`config.mk`:
```
export PLATFORM = sky130hd
export DESIGN_NAME = cer_exception_unit
export DESIGN_NICKNAME = d
export VERILOG_FILES = /design/src/hw/cer_pkg.sv /design/src/hw/cer_exception_unit.sv
export VERILOG_INCLUDE_DIRS = /design/src /design/src/hw
export SDC_FILE = /design/constraint.sdc
export NUM_CORES = 1
export LEC_CHECK = 0
export BUFFER_PORTS_ARGS = -buffer_cell sky130_fd_sc_hd__buf_2
export CORE_ASPECT_RATIO = 0.9
export CORE_MARGIN = 2
export CORE_UTILIZATION = 25
export CTS_BUF_LIST = sky130_fd_sc_hd__clkbuf_4 sky130_fd_sc_hd__clkbuf_8
export CTS_CLUSTER_DIAMETER = 50
export DETAILED_ROUTE_END_ITERATION = 12
export GPL_ROUTABILITY_DRIVEN = 0
export PLACE_DENSITY = 0.48
export SETUP_SLACK_MARGIN = 0.3
export SYNTH_ARGS = -nofsm -noshare
export SYNTH_HDL_FRONTEND = slang
export SYNTH_SLANG_ARGS = --single-unit
```
`constraint.sdc`:
```
create_clock -name clock -period 6.4 [get_ports clock]
set_input_delay 0.64 -clock clock [delete_from_list [all_inputs] [get_ports clock]]
set_output_delay 0.64 -clock clock [all_outputs]
set_load 0.01 [all_outputs]
```
`src/hw/cer_consts.svh`:
```
`ifndef CER_CONSTS_SVH
`define CER_CONSTS_SVH

// Register byte offsets on the APB
`define CER_OFS_STATUS 8'h00
`define CER_OFS_VBASE 8'h04
`define CER_OFS_EVENT 8'h08
`define CER_OFS_VADDR 8'h0C

// Status word field positions and register reset values
`define CER_SR_TRACE_HI 15
`define CER_SR_TRACE_LO 14
`define CER_SR_SUPER 13
`define CER_SR_MASK_HI 10
`define CER_SR_MASK_LO 8
`define CER_SR_RESET 16'h2700
`define CER_VBASE_RESET 32'h0000_0000

// Trace select encodings
`define CER_TRACE_NONE 2'b00
`define CER_TRACE_FLOW 2'b01
`define CER_TRACE_ALL 2'b10

// Vector numbers
`define CER_VEC_PRIV 8'h08
`define CER_VEC_ALINE 8'h0A
`define CER_VEC_FLINE 8'h0B
`define CER_VEC_BKPT 8'h0C
`define CER_VEC_FORMAT 8'h0E
`define CER_VEC_SPURIOUS 8'h18

// Opcode patterns and the non-maskable interrupt level
`define CER_OP_ILLEGAL 16'h4AFC
`define CER_LINE_A 4'hA
`define CER_LINE_F 4'hF
`define CER_LEVEL_NMI 3'h7

`endif

```
`src/hw/cer_pkg.sv`:
```
package cer_pkg;

	typedef enum logic [1:0] {
		CER_IDLE = 2'b01,
		CER_IACK = 2'b10
	} cer_state_type;

	typedef struct packed {
		cer_state_type st;
		logic [7:1] sync1;
		logic [7:1] sync2;
		logic [7:1] samp;
		logic [7:1] req;
		logic [15:0] status;
		logic [31:0] vbase;
		logic [1:0] trace_start;
		logic forced_pend;
		logic [7:0] forced_vec;
		logic trace_pend;
		logic trace_defer;
		logic bkpt_pend;
		logic exc_valid;
		logic [7:0] exc_vector;
		logic [31:0] exc_addr;
		logic exc_pc_instr;
		logic decode_abort;
		logic stop_inhibit;
		logic iack_req;
		logic [2:0] iack_level;
		logic pready;
		logic [31:0] prdata;
		logic pslverr;
	} cer_regs_type;

endpackage : cer_pkg

```
`src/hw/cer_exception_unit.sv`:
```
// Implementation choices: the placing of the registers and the APB register port.
`timescale 1ns/1ps
`include "cer_consts.svh"

module cer_exception_unit #(
	parameter logic [7:0] ILLEGAL_VECTOR = 8'h04,
	parameter logic [7:0] TRACE_VECTOR = 8'h09,
	parameter logic [3:0] FMT_FOUR = 4'h0,
	parameter logic [3:0] FMT_SIX = 4'h2,
	parameter logic [3:0] FMT_FAULT = 4'hC,
	// Arbitrary value
	parameter logic [7:0] CORE_VERSION = 8'h5A
) (
	input wire logic clock,
	input wire logic reset_n,
	input wire logic psel,
	input wire logic penable,
	input wire logic pwrite,
	input wire logic [7:0] paddr,
	input wire logic [31:0] pwdata,
	output logic pready,
	output logic [31:0] prdata,
	output logic pslverr,
	input wire logic [7:1] level_request_lines_n,
	input wire logic dec_valid,
	input wire logic [15:0] dec_opcode,
	input wire logic [15:0] dec_ext,
	input wire logic dec_ext_is_index,
	input wire logic dec_no_match,
	input wire logic dec_ctrl_undefined,
	input wire logic dec_fline_unimpl,
	input wire logic dec_privileged,
	input wire logic rte_check,
	input wire logic [3:0] rte_format,
	input wire logic [7:0] rte_version,
	input wire logic instr_done,
	input wire logic done_flow_change,
	input wire logic done_fault_abort,
	input wire logic done_rte_fault,
	input wire logic done_is_stop,
	input wire logic trap_forced,
	input wire logic [7:0] trap_vector,
	input wire logic bkpt_request,
	input wire logic core_boundary,
	input wire logic iack_done,
	input wire logic iack_autovec,
	input wire logic iack_berr,
	input wire logic [7:0] iack_vector,
	output logic exc_valid,
	output logic [7:0] exc_vector,
	output logic [31:0] exc_addr,
	output logic exc_pc_instr,
	output logic decode_abort,
	output logic stop_inhibit,
	output logic iack_req,
	output logic [2:0] iack_level,
	output logic [15:0] status_word
);

	cer_pkg::cer_regs_type r;
	cer_pkg::cer_regs_type next_r;

	// Highest active request; 0 means nothing requested
	function automatic logic [2:0] cer_level(input logic [7:1] req);
		logic [2:0] lvl;
		lvl = 3'h0;
		for (int i = 1; i <= 7; i++) begin
			if (req[i]) begin
				lvl = 3'(i);
			end
		end
		return lvl;
	endfunction : cer_level

	function automatic logic [31:0] cer_vaddr(input logic [31:0] base, input logic [7:0] vec);
		return base + {22'h00_0000, vec, 2'b00};
	endfunction : cer_vaddr

	logic [2:0] req_level;
	logic irq_ok;
	logic idx_bad;
	logic frame_bad;
	logic trace_hit;
	logic stop_trace;
	logic wr_go;
	logic dec_fault;

	always_comb begin
		req_level = cer_level(r.req);
		irq_ok = (req_level == `CER_LEVEL_NMI) ||
			(req_level != 3'h0 && req_level > r.status[`CER_SR_MASK_HI:`CER_SR_MASK_LO]);
		idx_bad = dec_ext_is_index && (dec_ext[5:4] == 2'b00 || dec_ext[3:0] != 4'h0);
		// One flag, so a clean decode never touches a pending forced exception
		dec_fault = dec_opcode == `CER_OP_ILLEGAL || dec_opcode[15:12] == `CER_LINE_A ||
			(dec_opcode[15:12] == `CER_LINE_F && dec_fline_unimpl) || dec_no_match ||
			dec_ctrl_undefined || idx_bad || (dec_privileged && !r.status[`CER_SR_SUPER]);
		frame_bad = !(rte_format == FMT_FOUR || rte_format == FMT_SIX ||
			(rte_format == FMT_FAULT && rte_version == CORE_VERSION));
		trace_hit = (r.trace_start == `CER_TRACE_FLOW && done_flow_change) ||
			r.trace_start == `CER_TRACE_ALL;
		stop_trace = done_is_stop && r.trace_start[1];
		wr_go = psel && penable && r.pready && pwrite;
	end

	always_comb begin
		next_r = r;
		next_r.exc_valid = 1'b0;
		next_r.iack_req = 1'b0;
		next_r.decode_abort = 1'b0;
		next_r.stop_inhibit = 1'b0;

		// Second flop and sampler read the synchroniser; first flop feeds nothing else
		next_r.sync1 = level_request_lines_n;
		next_r.sync2 = r.sync1;
		next_r.samp = r.sync2;
		if (r.sync2 == r.samp) begin
			next_r.req = ~r.samp;
		end

		// APB: answer in the cycle after setup, so no wait states
		next_r.pready = psel && !penable;
		next_r.pslverr = 1'b0;
		next_r.prdata = 32'h0000_0000;
		if (psel && !penable) begin
			case (paddr)
				`CER_OFS_STATUS: next_r.prdata = {16'h0000, r.status};
				`CER_OFS_VBASE: next_r.prdata = r.vbase;
				`CER_OFS_EVENT: next_r.prdata = {14'h0000, r.st, r.forced_pend, r.trace_pend,
					r.trace_defer, r.bkpt_pend, 1'b0, req_level, r.exc_vector};
				`CER_OFS_VADDR: next_r.prdata = r.exc_addr;
				default: next_r.pslverr = 1'b1;
			endcase
		end
		if (wr_go) begin
			case (paddr)
				`CER_OFS_STATUS: next_r.status = pwdata[15:0];
				`CER_OFS_VBASE: next_r.vbase = pwdata;
				default: next_r.status = r.status;
			endcase
		end

		// Exception selection; pending clears come first so a same-cycle set wins
		case (r.st)
			cer_pkg::CER_IDLE: begin
				if (core_boundary) begin
					if (r.forced_pend) begin
						next_r.forced_pend = 1'b0;
						next_r.exc_valid = 1'b1;
						next_r.exc_vector = r.forced_vec;
						next_r.exc_addr = cer_vaddr(r.vbase, r.forced_vec);
						next_r.exc_pc_instr = 1'b1;
						next_r.status[`CER_SR_SUPER] = 1'b1;
						next_r.status[`CER_SR_TRACE_HI:`CER_SR_TRACE_LO] = `CER_TRACE_NONE;
					end else if (r.trace_pend) begin
						next_r.trace_pend = 1'b0;
						next_r.exc_valid = 1'b1;
						next_r.exc_vector = TRACE_VECTOR;
						next_r.exc_addr = cer_vaddr(r.vbase, TRACE_VECTOR);
						next_r.exc_pc_instr = 1'b0;
						next_r.status[`CER_SR_SUPER] = 1'b1;
						next_r.status[`CER_SR_TRACE_HI:`CER_SR_TRACE_LO] = `CER_TRACE_NONE;
					end else if (irq_ok) begin
						next_r.iack_req = 1'b1;
						next_r.iack_level = req_level;
						next_r.status[`CER_SR_SUPER] = 1'b1;
						next_r.status[`CER_SR_TRACE_HI:`CER_SR_TRACE_LO] = `CER_TRACE_NONE;
						next_r.status[`CER_SR_MASK_HI:`CER_SR_MASK_LO] = req_level;
						next_r.st = cer_pkg::CER_IACK;
					end else if (r.bkpt_pend) begin
						next_r.bkpt_pend = 1'b0;
						next_r.exc_valid = 1'b1;
						next_r.exc_vector = `CER_VEC_BKPT;
						next_r.exc_addr = cer_vaddr(r.vbase, `CER_VEC_BKPT);
						next_r.exc_pc_instr = 1'b0;
						next_r.status[`CER_SR_SUPER] = 1'b1;
						next_r.status[`CER_SR_TRACE_HI:`CER_SR_TRACE_LO] = `CER_TRACE_NONE;
					end
				end
			end
			cer_pkg::CER_IACK: begin
				if (iack_done) begin
					next_r.exc_valid = 1'b1;
					next_r.exc_pc_instr = 1'b0;
					next_r.st = cer_pkg::CER_IDLE;
					if (iack_berr) begin
						next_r.exc_vector = `CER_VEC_SPURIOUS;
						next_r.exc_addr = cer_vaddr(r.vbase, `CER_VEC_SPURIOUS);
					end else if (iack_autovec) begin
						next_r.exc_vector = `CER_VEC_SPURIOUS + {5'h00, r.iack_level};
						next_r.exc_addr = cer_vaddr(r.vbase,
							`CER_VEC_SPURIOUS + {5'h00, r.iack_level});
					end else begin
						// Any of 256 vectors, covering the 192 user entries
						next_r.exc_vector = iack_vector;
						next_r.exc_addr = cer_vaddr(r.vbase, iack_vector);
					end
				end
			end
			default: next_r.st = cer_pkg::CER_IDLE;
		endcase

		// Decode faults stop the instruction before anything is written
		if (dec_valid) begin
			next_r.trace_start = r.status[`CER_SR_TRACE_HI:`CER_SR_TRACE_LO];
		end
		if (dec_valid && dec_fault) begin
			next_r.decode_abort = 1'b1;
			next_r.forced_pend = 1'b1;
			if (dec_opcode == `CER_OP_ILLEGAL) begin
				next_r.forced_vec = ILLEGAL_VECTOR;
			end else if (dec_opcode[15:12] == `CER_LINE_A) begin
				next_r.forced_vec = `CER_VEC_ALINE;
			end else if (dec_opcode[15:12] == `CER_LINE_F && dec_fline_unimpl) begin
				next_r.forced_vec = `CER_VEC_FLINE;
			end else if (dec_no_match || dec_ctrl_undefined || idx_bad) begin
				next_r.forced_vec = ILLEGAL_VECTOR;
			end else begin
				next_r.forced_vec = `CER_VEC_PRIV;
			end
		end

		if (rte_check && frame_bad) begin
			next_r.forced_pend = 1'b1;
			next_r.forced_vec = `CER_VEC_FORMAT;
		end
		if (trap_forced) begin
			next_r.forced_pend = 1'b1;
			next_r.forced_vec = trap_vector;
		end
		if (bkpt_request) begin
			next_r.bkpt_pend = 1'b1;
		end

		if (instr_done) begin
			if (done_fault_abort) begin
				next_r.trace_defer = r.trace_defer || trace_hit || stop_trace;
			end else if (!done_rte_fault) begin
				if (trace_hit || stop_trace || r.trace_defer) begin
					next_r.trace_pend = 1'b1;
					next_r.trace_defer = 1'b0;
				end
				next_r.stop_inhibit = stop_trace;
			end
		end
	end

	always_ff @(posedge clock or negedge reset_n) begin
		if (!reset_n) begin
			r <= '{st: cer_pkg::CER_IDLE, sync1: 7'h7F, sync2: 7'h7F, samp: 7'h7F,
				status: `CER_SR_RESET, vbase: `CER_VBASE_RESET, default: '0};
		end else begin
			r <= next_r;
		end
	end

	assign pready = r.pready;
	assign prdata = r.prdata;
	assign pslverr = r.pslverr;
	assign exc_valid = r.exc_valid;
	assign exc_vector = r.exc_vector;
	assign exc_addr = r.exc_addr;
	assign exc_pc_instr = r.exc_pc_instr;
	assign decode_abort = r.decode_abort;
	assign stop_inhibit = r.stop_inhibit;
	assign iack_req = r.iack_req;
	assign iack_level = r.iack_level;
	assign status_word = r.status;
endmodule : cer_exception_unit

```
# Word-level counts from Yosys, hierarchy flattened
# Cells that the tools add are included.
[op_classes] addsub=7 order_cmp=1 n_eq_ne=26 muxes=69 bitwise=3 n_reduce_logical=54
[ops] cell="42-bit 2-to-1 mux" count=4
[ops] cell="32-bit case mux with 4 select lines" count=1
[ops] cell="43-bit 2-to-1 mux" count=2
[ops] cell="42-bit case mux with 2 select lines" count=1
[ops] cell="40-bit 2-to-1 mux" count=2
[ops] cell="32-bit by 10-bit adder with 32-bit output" count=2
[ops] cell="32-bit by 6-bit adder with 32-bit output, second input constant" count=2
[ops] cell="3-bit 2-to-1 mux" count=16
[ops] cell="48-bit 2-to-1 mux" count=1
[ops] cell="4-bit 2-to-1 mux" count=9
[ops] cell="33-bit 2-to-1 mux" count=1
[ops] cell="32-bit by 7-bit adder with 32-bit output, second input constant" count=1
[ops] cell="32-bit by 8-bit adder with 32-bit output" count=1
[ops] cell="32-bit 2-to-1 mux" count=1
[ops] cell="9-bit 2-to-1 mux" count=3
[ops] cell="5-bit AND reduction" count=4
[ops] cell="2-bit 2-to-1 mux" count=9
[ops] cell="2-bit inequality test, second input constant" count=9
[ops] cell="1-bit logical OR" count=17
[ops] cell="1-bit 2-to-1 mux" count=17
[ops] cell="16-bit by 15-bit equality test with 1-bit output, second input constant" count=1
[ops] cell="8-bit by 4-bit equality test with 1-bit output, second input constant" count=2
[ops] cell="16-bit 2-to-1 mux" count=1
[ops] cell="1-bit logical AND" count=13
[ops] cell="24 further kinds" count=40
[word_totals] register_bits=174 input_bits=130 elab_cells=185

# Depth between registers and ports, before layout
# Gate-level depths: netlist of run 1.
[depth] ltp_word=16 depth_mapped=13 ltp_nobuf=12

# Least setup slack after synthesis of run 1
# OpenSTA, ideal clock, no wires.
[synth_path] path_kind="input port to flip-flop" start="in iack_autovec" end="reg r (netlist bit exc_addr[24])" setup_time_ns=0.121 arrival_ns=2.803 slack_ns=3.476 path_stages=12 path_buffers=0 path_cell_list="mux2_2 -> ha_1 -> inv_1 -> fa_1 -> nor2b_1 -> o31a_1 -> o221a_2 -> o311ai_2 -> nor2_1 -> xnor2_1 -> o21ai_0 -> o22a_1"
[synth_via] elab_chain_cells=4
[synth_lines] element="start, declared" line_no="cer_exception_unit.sv:46" source="input wire logic iack_autovec,"
[synth_lines] element="40-bit 2-to-1 mux" line_no="cer_exception_unit.sv:188" source="end else if (iack_autovec) begin"
[synth_lines] element="40-bit 2-to-1 mux" line_no="cer_exception_unit.sv:185" source="if (iack_berr) begin"
[synth_lines] element="42-bit 2-to-1 mux" line_no="cer_exception_unit.sv:181" source="if (iack_done) begin"
[synth_lines] element="42-bit case mux with 2 select lines" line_no="cer_exception_unit.sv:143" source="case (r.st)"
[synth_lines] element="end signal, assigned" line_no="cer_exception_unit.sv:249" source="r <= '{st: cer_pkg::CER_IDLE, sync1: 7'h7F, sync2: 7'h7F, samp: 7'h7F,"
[synth_lines] element="end signal, assigned" line_no="cer_exception_unit.sv:252" source="r <= next_r;"
[synth_lines] element="end, declared" line_no="cer_exception_unit.sv:60" source="cer_pkg::cer_regs_type r;"
# Every way passes these cells. The select of a mux whose other input is x is not followed.
# A chain may end at the register's enable or synchronous reset.

# Final worst setup path of run 1
[layout_path] start="reg r[145] (netlist name)" end="reg r (netlist bit exc_addr[26])"
[layout_via] elab_chain_cells=11 word_cells_on_any_way=13
[layout_lines] element="2-bit 2-to-1 mux *" line_no="cer_exception_unit.sv:68" source="if (req[i]) begin"
[layout_lines] element="3-bit 2-to-1 mux * (5 in a row)" line_no="cer_exception_unit.sv:68"
[layout_lines] element="3-bit > comparator or 3-bit nonzero test (tied branches)" line_no="cer_exception_unit.sv:91" source="(req_level != 3'h0 && req_level > r.status[`CER_SR_MASK_HI:`CER_SR_MASK_LO]);"
[layout_lines] element="1-bit logical AND" line_no="cer_exception_unit.sv:91"
[layout_lines] element="1-bit logical OR *" line_no="cer_exception_unit.sv:90" source="irq_ok = (req_level == `CER_LEVEL_NMI) ||"
[layout_lines] element="4-bit inequality test (no line) *"
[layout_lines] element="5-bit AND reduction (no line) *"
# Every way passes the cells marked *; elsewhere a longest branch is shown, timed or not.

==> impl_metrics.ini, run 1 <==
[place]
place_inst = 1889
io_buffer_count = 217
dpl.hpwl_mm = 30.5

[logic_synthesis]
synth_top_family_by_area = simple AND/OR/NAND/NOR gates
syn_area_sq_um = 11300
ys_warn_count = 0
synth-simple-area-share_pct = 17.0
synth_area_per_cell_sq_um = 9.20
synth_compound_area_share_pct = 16.9
synthFlopType = dfrtp_1
yosysSeqAreaShare_pct = 38.9
synth_top_area_share_pct = 32.8
synth_xor_area_share_pct = 5.04
synth_cell_type_count = 83
synthAdderAreaFrac_pct = 3.35
synth_area_leaders = dfrtp_1 (33%), buf_4 (6.1%), dfstp_2 (6.1%)
syn_inst = 1227
synth_fp_nets = 1386
synth_common_cells = dfrtp_1 (148), nor2_1 (133), nand2_1 (103), buf_4 (92), a21oi_1 (71)
synthArstFlopShare_pct = 100
synthMuxAreaShare_pct = 8.49
synth_top_cell_by_area = dfrtp_1
yosys_register_bits = 174
synth.most_common_cell = dfrtp_1
synth-edff-count = 0

[critical_path]
arrival_ns = 4.20
path_class = reg2reg
path_max_fanout = 32
critPathLaunchType = flop
end_kind = flop
critical_path_required_ns = 6.80

[timing]
fmax_mhz = 263
worst_pin_slew_ns = 1.26
hold_viol_final = 0
finalSetupTns_ns = 0
fin_crit_sh_pct = 59.4
setup-violations-final = 0
post-route-min-period_ns = 3.80
rsz0062_at_grt = no
slew_violations = 0
timing.slew.headroom_pct = 15.2
finalClockSkew_ns = 0.0173

[grt]
grt_pass1_wl_mm = 61.6
track_usage_pct = 17.6
antenna_found_initial = 4
overflow = 0
grt_max_degree = 65
grt_pass1_vias = 9506

[worst_hold_path]
hp-class = in2async

[detailed_routing]
avgRoutedWirePerCell_microns = 21.0
firstDrtPassIters = 5
via_count = 9545
routed_wl_mm = 40.4
ant_nets = 0
viasPerCell = 4.97
first_iter_violations = 725
drc = 0

[floorplan]
start_util_pct = 25.4
dieArea_sq_um = 46900
fp.dieH_microns = 206
ios = 228
num_rows = 73
die_x_microns = 228
core-area_sq_um = 44400

[cts]
postCtsSetupRepairBufs = 0
cts.clk_slew.worst_paths_ns = 0.10
ctsResizeCount = 0
clk_latency_ns = 0.52
clockBufferDepth = 2
cts_hold_buf = 0
cts_inserted_buffers = 17
root_buffer = clkbuf_8
cts_tree = done
cts.sinks = 174
htree_levels = 4

[run]
maxCapViolations = 0

[cells_and_area]
nets = 1467
instances_no_fill = 1922
seqCellArea_sq_um = 4390
nFillCells = 4780
multiInputGateArea_sq_um = 5740
area_growth_pct = 11.4
drive_gt1_share_pct = 28.1

[pwr]
power.density_nw_per_um2 = 251
leakage_uw = 0.00555
vdd_drop_max_mv = 0.143

[run_status]
outcome = completed
[worst paths after layout]
kind,slack (ns),cells past startpoint,startpoint,end
max,2.60,11,r[145],exc_addr[26]
min,0.06,1,reset_n,r[87]
min in group clock,0.21,1,level_request_lines_n[5],next_r[162]
max reg2reg,2.60,11,r[145],exc_addr[26]
max in group asynchronous,5.11,2,reset_n,status_word[11]
min reg2reg,0.36,0,next_r[164],next_r[157]
[cells in the final DEF (no fill, tap or decap), drive strengths merged, types with 27 or more instances in the layout]
| cell | count |
|---|---|
| a21oi | 71 |
| buf | 232 |
| dfrtp | 148 |
| ha | 27 |
| inv | 37 |
| mux2 | 41 |
| nand2 | 104 |
| nand3 | 33 |
| nor2 | 133 |
| nor3 | 28 |
| o21ai | 65 |
| xnor2 | 39 |
[per-layer routing]
metal / wire length, microns / track usage (%) / up-vias
met5: 27 / 0 / -
met4: 714 / 4.79 / 4
met3: 2550 / 4.00 / 45
met2: 17800 / 27.3 / 344
met1: 19300 / 24.5 / 4687
li1: - / - / 4465
[where the power goes]
part / leakage, uW / internal [uW] / switching, uW
Clock: 0.000194 / 326 / 465
Combinational: 0.00316 / 342 / 650
Sequential: 0.00220 / 1240 / 139
Total: 0.00555 / 1900 / 1250
[critical path: stages, from the launching register on]
cell and delay [ns]:
dfrtp_1 0.44, nand2b_1 0.17, a221oi_2 0.37, nor2_1 0.18
ha_1 0.21, nor2b_1 0.10, o21a_1 0.11, o21ai_0 0.18
o21a_4 0.38, o21ai_4 0.76, nor2_1 0.38, a221o_1 0.38
[flip-flops by register name, summed over array words and instances (netlist names)]
name,count
decode_abort,1
exc_addr,32
exc_pc_instr,1
exc_valid,1
exc_vector,8
iack_level,3
iack_req,1
next_r,14
prdata,32
pready,1
pslverr,1
r,62
status_word,16
stop_inhibit,1
[cell families (layout without fill, tap and decap cells)]
kind of cell             count (synthesis)  after routing
flip-flops                             174            174
other                                    0              1
adder cells (fa/ha/maj)                 29             29
buffers and inverters                  201            295
multiplexers                            74             74
AO/OA/AOI/OAI                          284            284
XOR/XNOR                                65             65
AND/OR/NAND/NOR                        400            400
[layout make-up]
class / instances / share of cell area [%]
clock buffers: 19 / 1.98
repair buffers: 232 / 9.58
inverters: 31 / 0.925
diodes: 1 / 0.0199
flip-flops and latches: 174 / 34.9
multi-input cells: 852 / 45.6
clock inverters: 13 / 1.02
well taps: 600 / 5.97
[stage by stage]
stage	cell area [sq um]	hold WS [ns]	worst slack [ns]	power [uW]	util, %
5_1_grt	12600	0.0648	2.31	3370	28.3
4_1_cts	12600	0.0455	2.55	3210	28.3
2_1_floorplan	11300	0.344	3.48	2060	-
3_3_place_gp	12200	0.346	2.55	2380	27.5
3_5_place_dp	12200	0.348	2.55	2400	27.5
6_report	12600	0.0646	2.60	3160	28.3
Note: power is estimated with default switching activity, not from simulation.
==> inputs of run 2 (changes only) <==
- clock period: 6.4 -> 3.6 ns (I/O delays scaled with it)
==> impl_metrics.ini, run 2 (same netlist as run 1, synthesis figures left out) <==
[detailed_routing]
firstDrtPassIters = 5
first_iter_violations = 762
m1WireLength_mm = 19.7
dr_wl_met2_mm = 18.5
via_count = 9880
routed.top_layer = met4
ant_nets = 0
route.met3.wl_mm = 2.65
avgRoutedWirePerCell_microns = 20.9
viasPerCell = 4.98
routed_wl_mm = 41.4
drc = 0

[critical_path]
path_max_fanout = 10
path_class = reg2reg
critical_path_required_ns = 4.03
critPathLaunchType = flop
arrival_ns = 3.52
r2r.worst_path.cells = 9
end_kind = flop

[cells_and_area]
regMostFlops = r
nets = 1527
layout_commonest_cell = buf_2
largest_reg_flops = 62
final_cell_mix = buf_2 (216), dfrtp_1 (146), nor2_1 (133), nand2_1 (103), a21oi_1 (70)
area_growth_pct = 16.4
drive_gt1_share_pct = 30.7
stdcell_area_sq_um = 13100

[floorplan]
dieArea_sq_um = 46900
num_rows = 73
fp.dieH_microns = 206
core-area_sq_um = 44400
ios = 228
die_x_microns = 228
start_util_pct = 25.4

[place]
detailedPlace.worstSlack_ns = 0.354
io_buffer_count = 217
dpl.hpwl_mm = 31.7
place_area_sq_um = 12600

[pwr]
power.density_nw_per_um2 = 445
vdd_drop_max_mv = 0.269
leakage_uw = 0.00586

[grt]
grt_max_degree = 90
grt_pass1_vias = 9589
antenna_found_initial = 4
track_usage_pct = 17.7
grt_pass1_wl_mm = 61.8
overflow = 0

[timing]
fmax_mhz = 324
finalSetupTns_ns = 0
setup_ws_ns = 0.510
slew_violations = 0
holdWs_ns = 0.0689
timing.slew.headroom_pct = 40.2
rsz0062_at_grt = no
hold_viol_final = 0
finalClockSkew_ns = 0.0209
setup-violations-final = 0
worst_pin_slew_ns = 0.896
post-route-min-period_ns = 3.09
fin_crit_sh_pct = 85.8

[cts]
cts.clk_slew.worst_paths_ns = 0.10
cts_tree = done
clk_latency_ns = 0.52
cts_inserted_buffers = 17
htree_levels = 4
cts.sinks = 174
root_buffer = clkbuf_8
clockBufferDepth = 2

[worst_hold_path]
whs_path_depth = 2
hp-class = in2reg

[run_status]
outcome = completed

[run]
maxCapViolations = 0
-- run 2: critical path, cell delays in order (launching register included) --
cell and delay (ns):
dfrtp_1 0.55, ha_1 0.30, a21oi_1 0.23, o2111ai_1 0.30, o21ai_2 0.39, nand2_1 0.21
a21oi_2 0.37, nor2_1 0.10, a2111o_1 0.40, a31oi_1 0.16
-- run 2: layout make-up --
cell class	count	area, sq um
Antenna cell	2	5.00
Clock buffer	20	269
Clock inverter	12	126
Fill cell	4743	31300
Inverter	31	116
Multi-Input combinational cell	852	5760
Sequential cell	174	4390
Tap cell	600	751
Timing Repair Buffer	292	1720
-- run 2: power breakdown --
| part | switching, uW | leakage, uW | internal [uW] |
|---|---|---|---|
| logic | 1230 | 0.00346 | 761 |
| clock network | 803 | 0.000199 | 607 |
| registers | 251 | 0.00220 | 2200 |
-- run 2: path summary, 6_finish.rpt --
path	slack [ns]	from	to
max	0.51	r[98]	exc_addr[19]
min in group asynchronous	0.50	reset_n	r[87]
max in group asynchronous	2.16	reset_n	next_r[164]
max reg2reg	0.51	r[98]	exc_addr[19]
min reg2reg	0.36	next_r[161]	next_r[154]
min	0.07	pwdata[23]	r[119]
-- run 2: metal layers --
metal	vias to the layer above	track usage [%]
met5	-	0
met4	0	4.58
met3	32	4.07
met2	383	27.4
met1	4887	24.7
li1	4578	-
-- run 2: repair_timing --
item / in CTS / in global routing
setup buffers: 0 / 1
setup endpoints to repair: 0 / 7
gates resized for setup: 0 / 6
hold buffers: 10 / 0
hold endpoints to repair: 89 / 0
-- run 2: through the flow --
step,util (%),instances,power [uW]
final,29.6,1983,5850
after global routing,29.6,1982,6200
after CTS,29.5,1980,5910
after detailed placement,28.4,1938,4440
after global placement,28.4,1938,4430
after floorplan,-,1227,3660
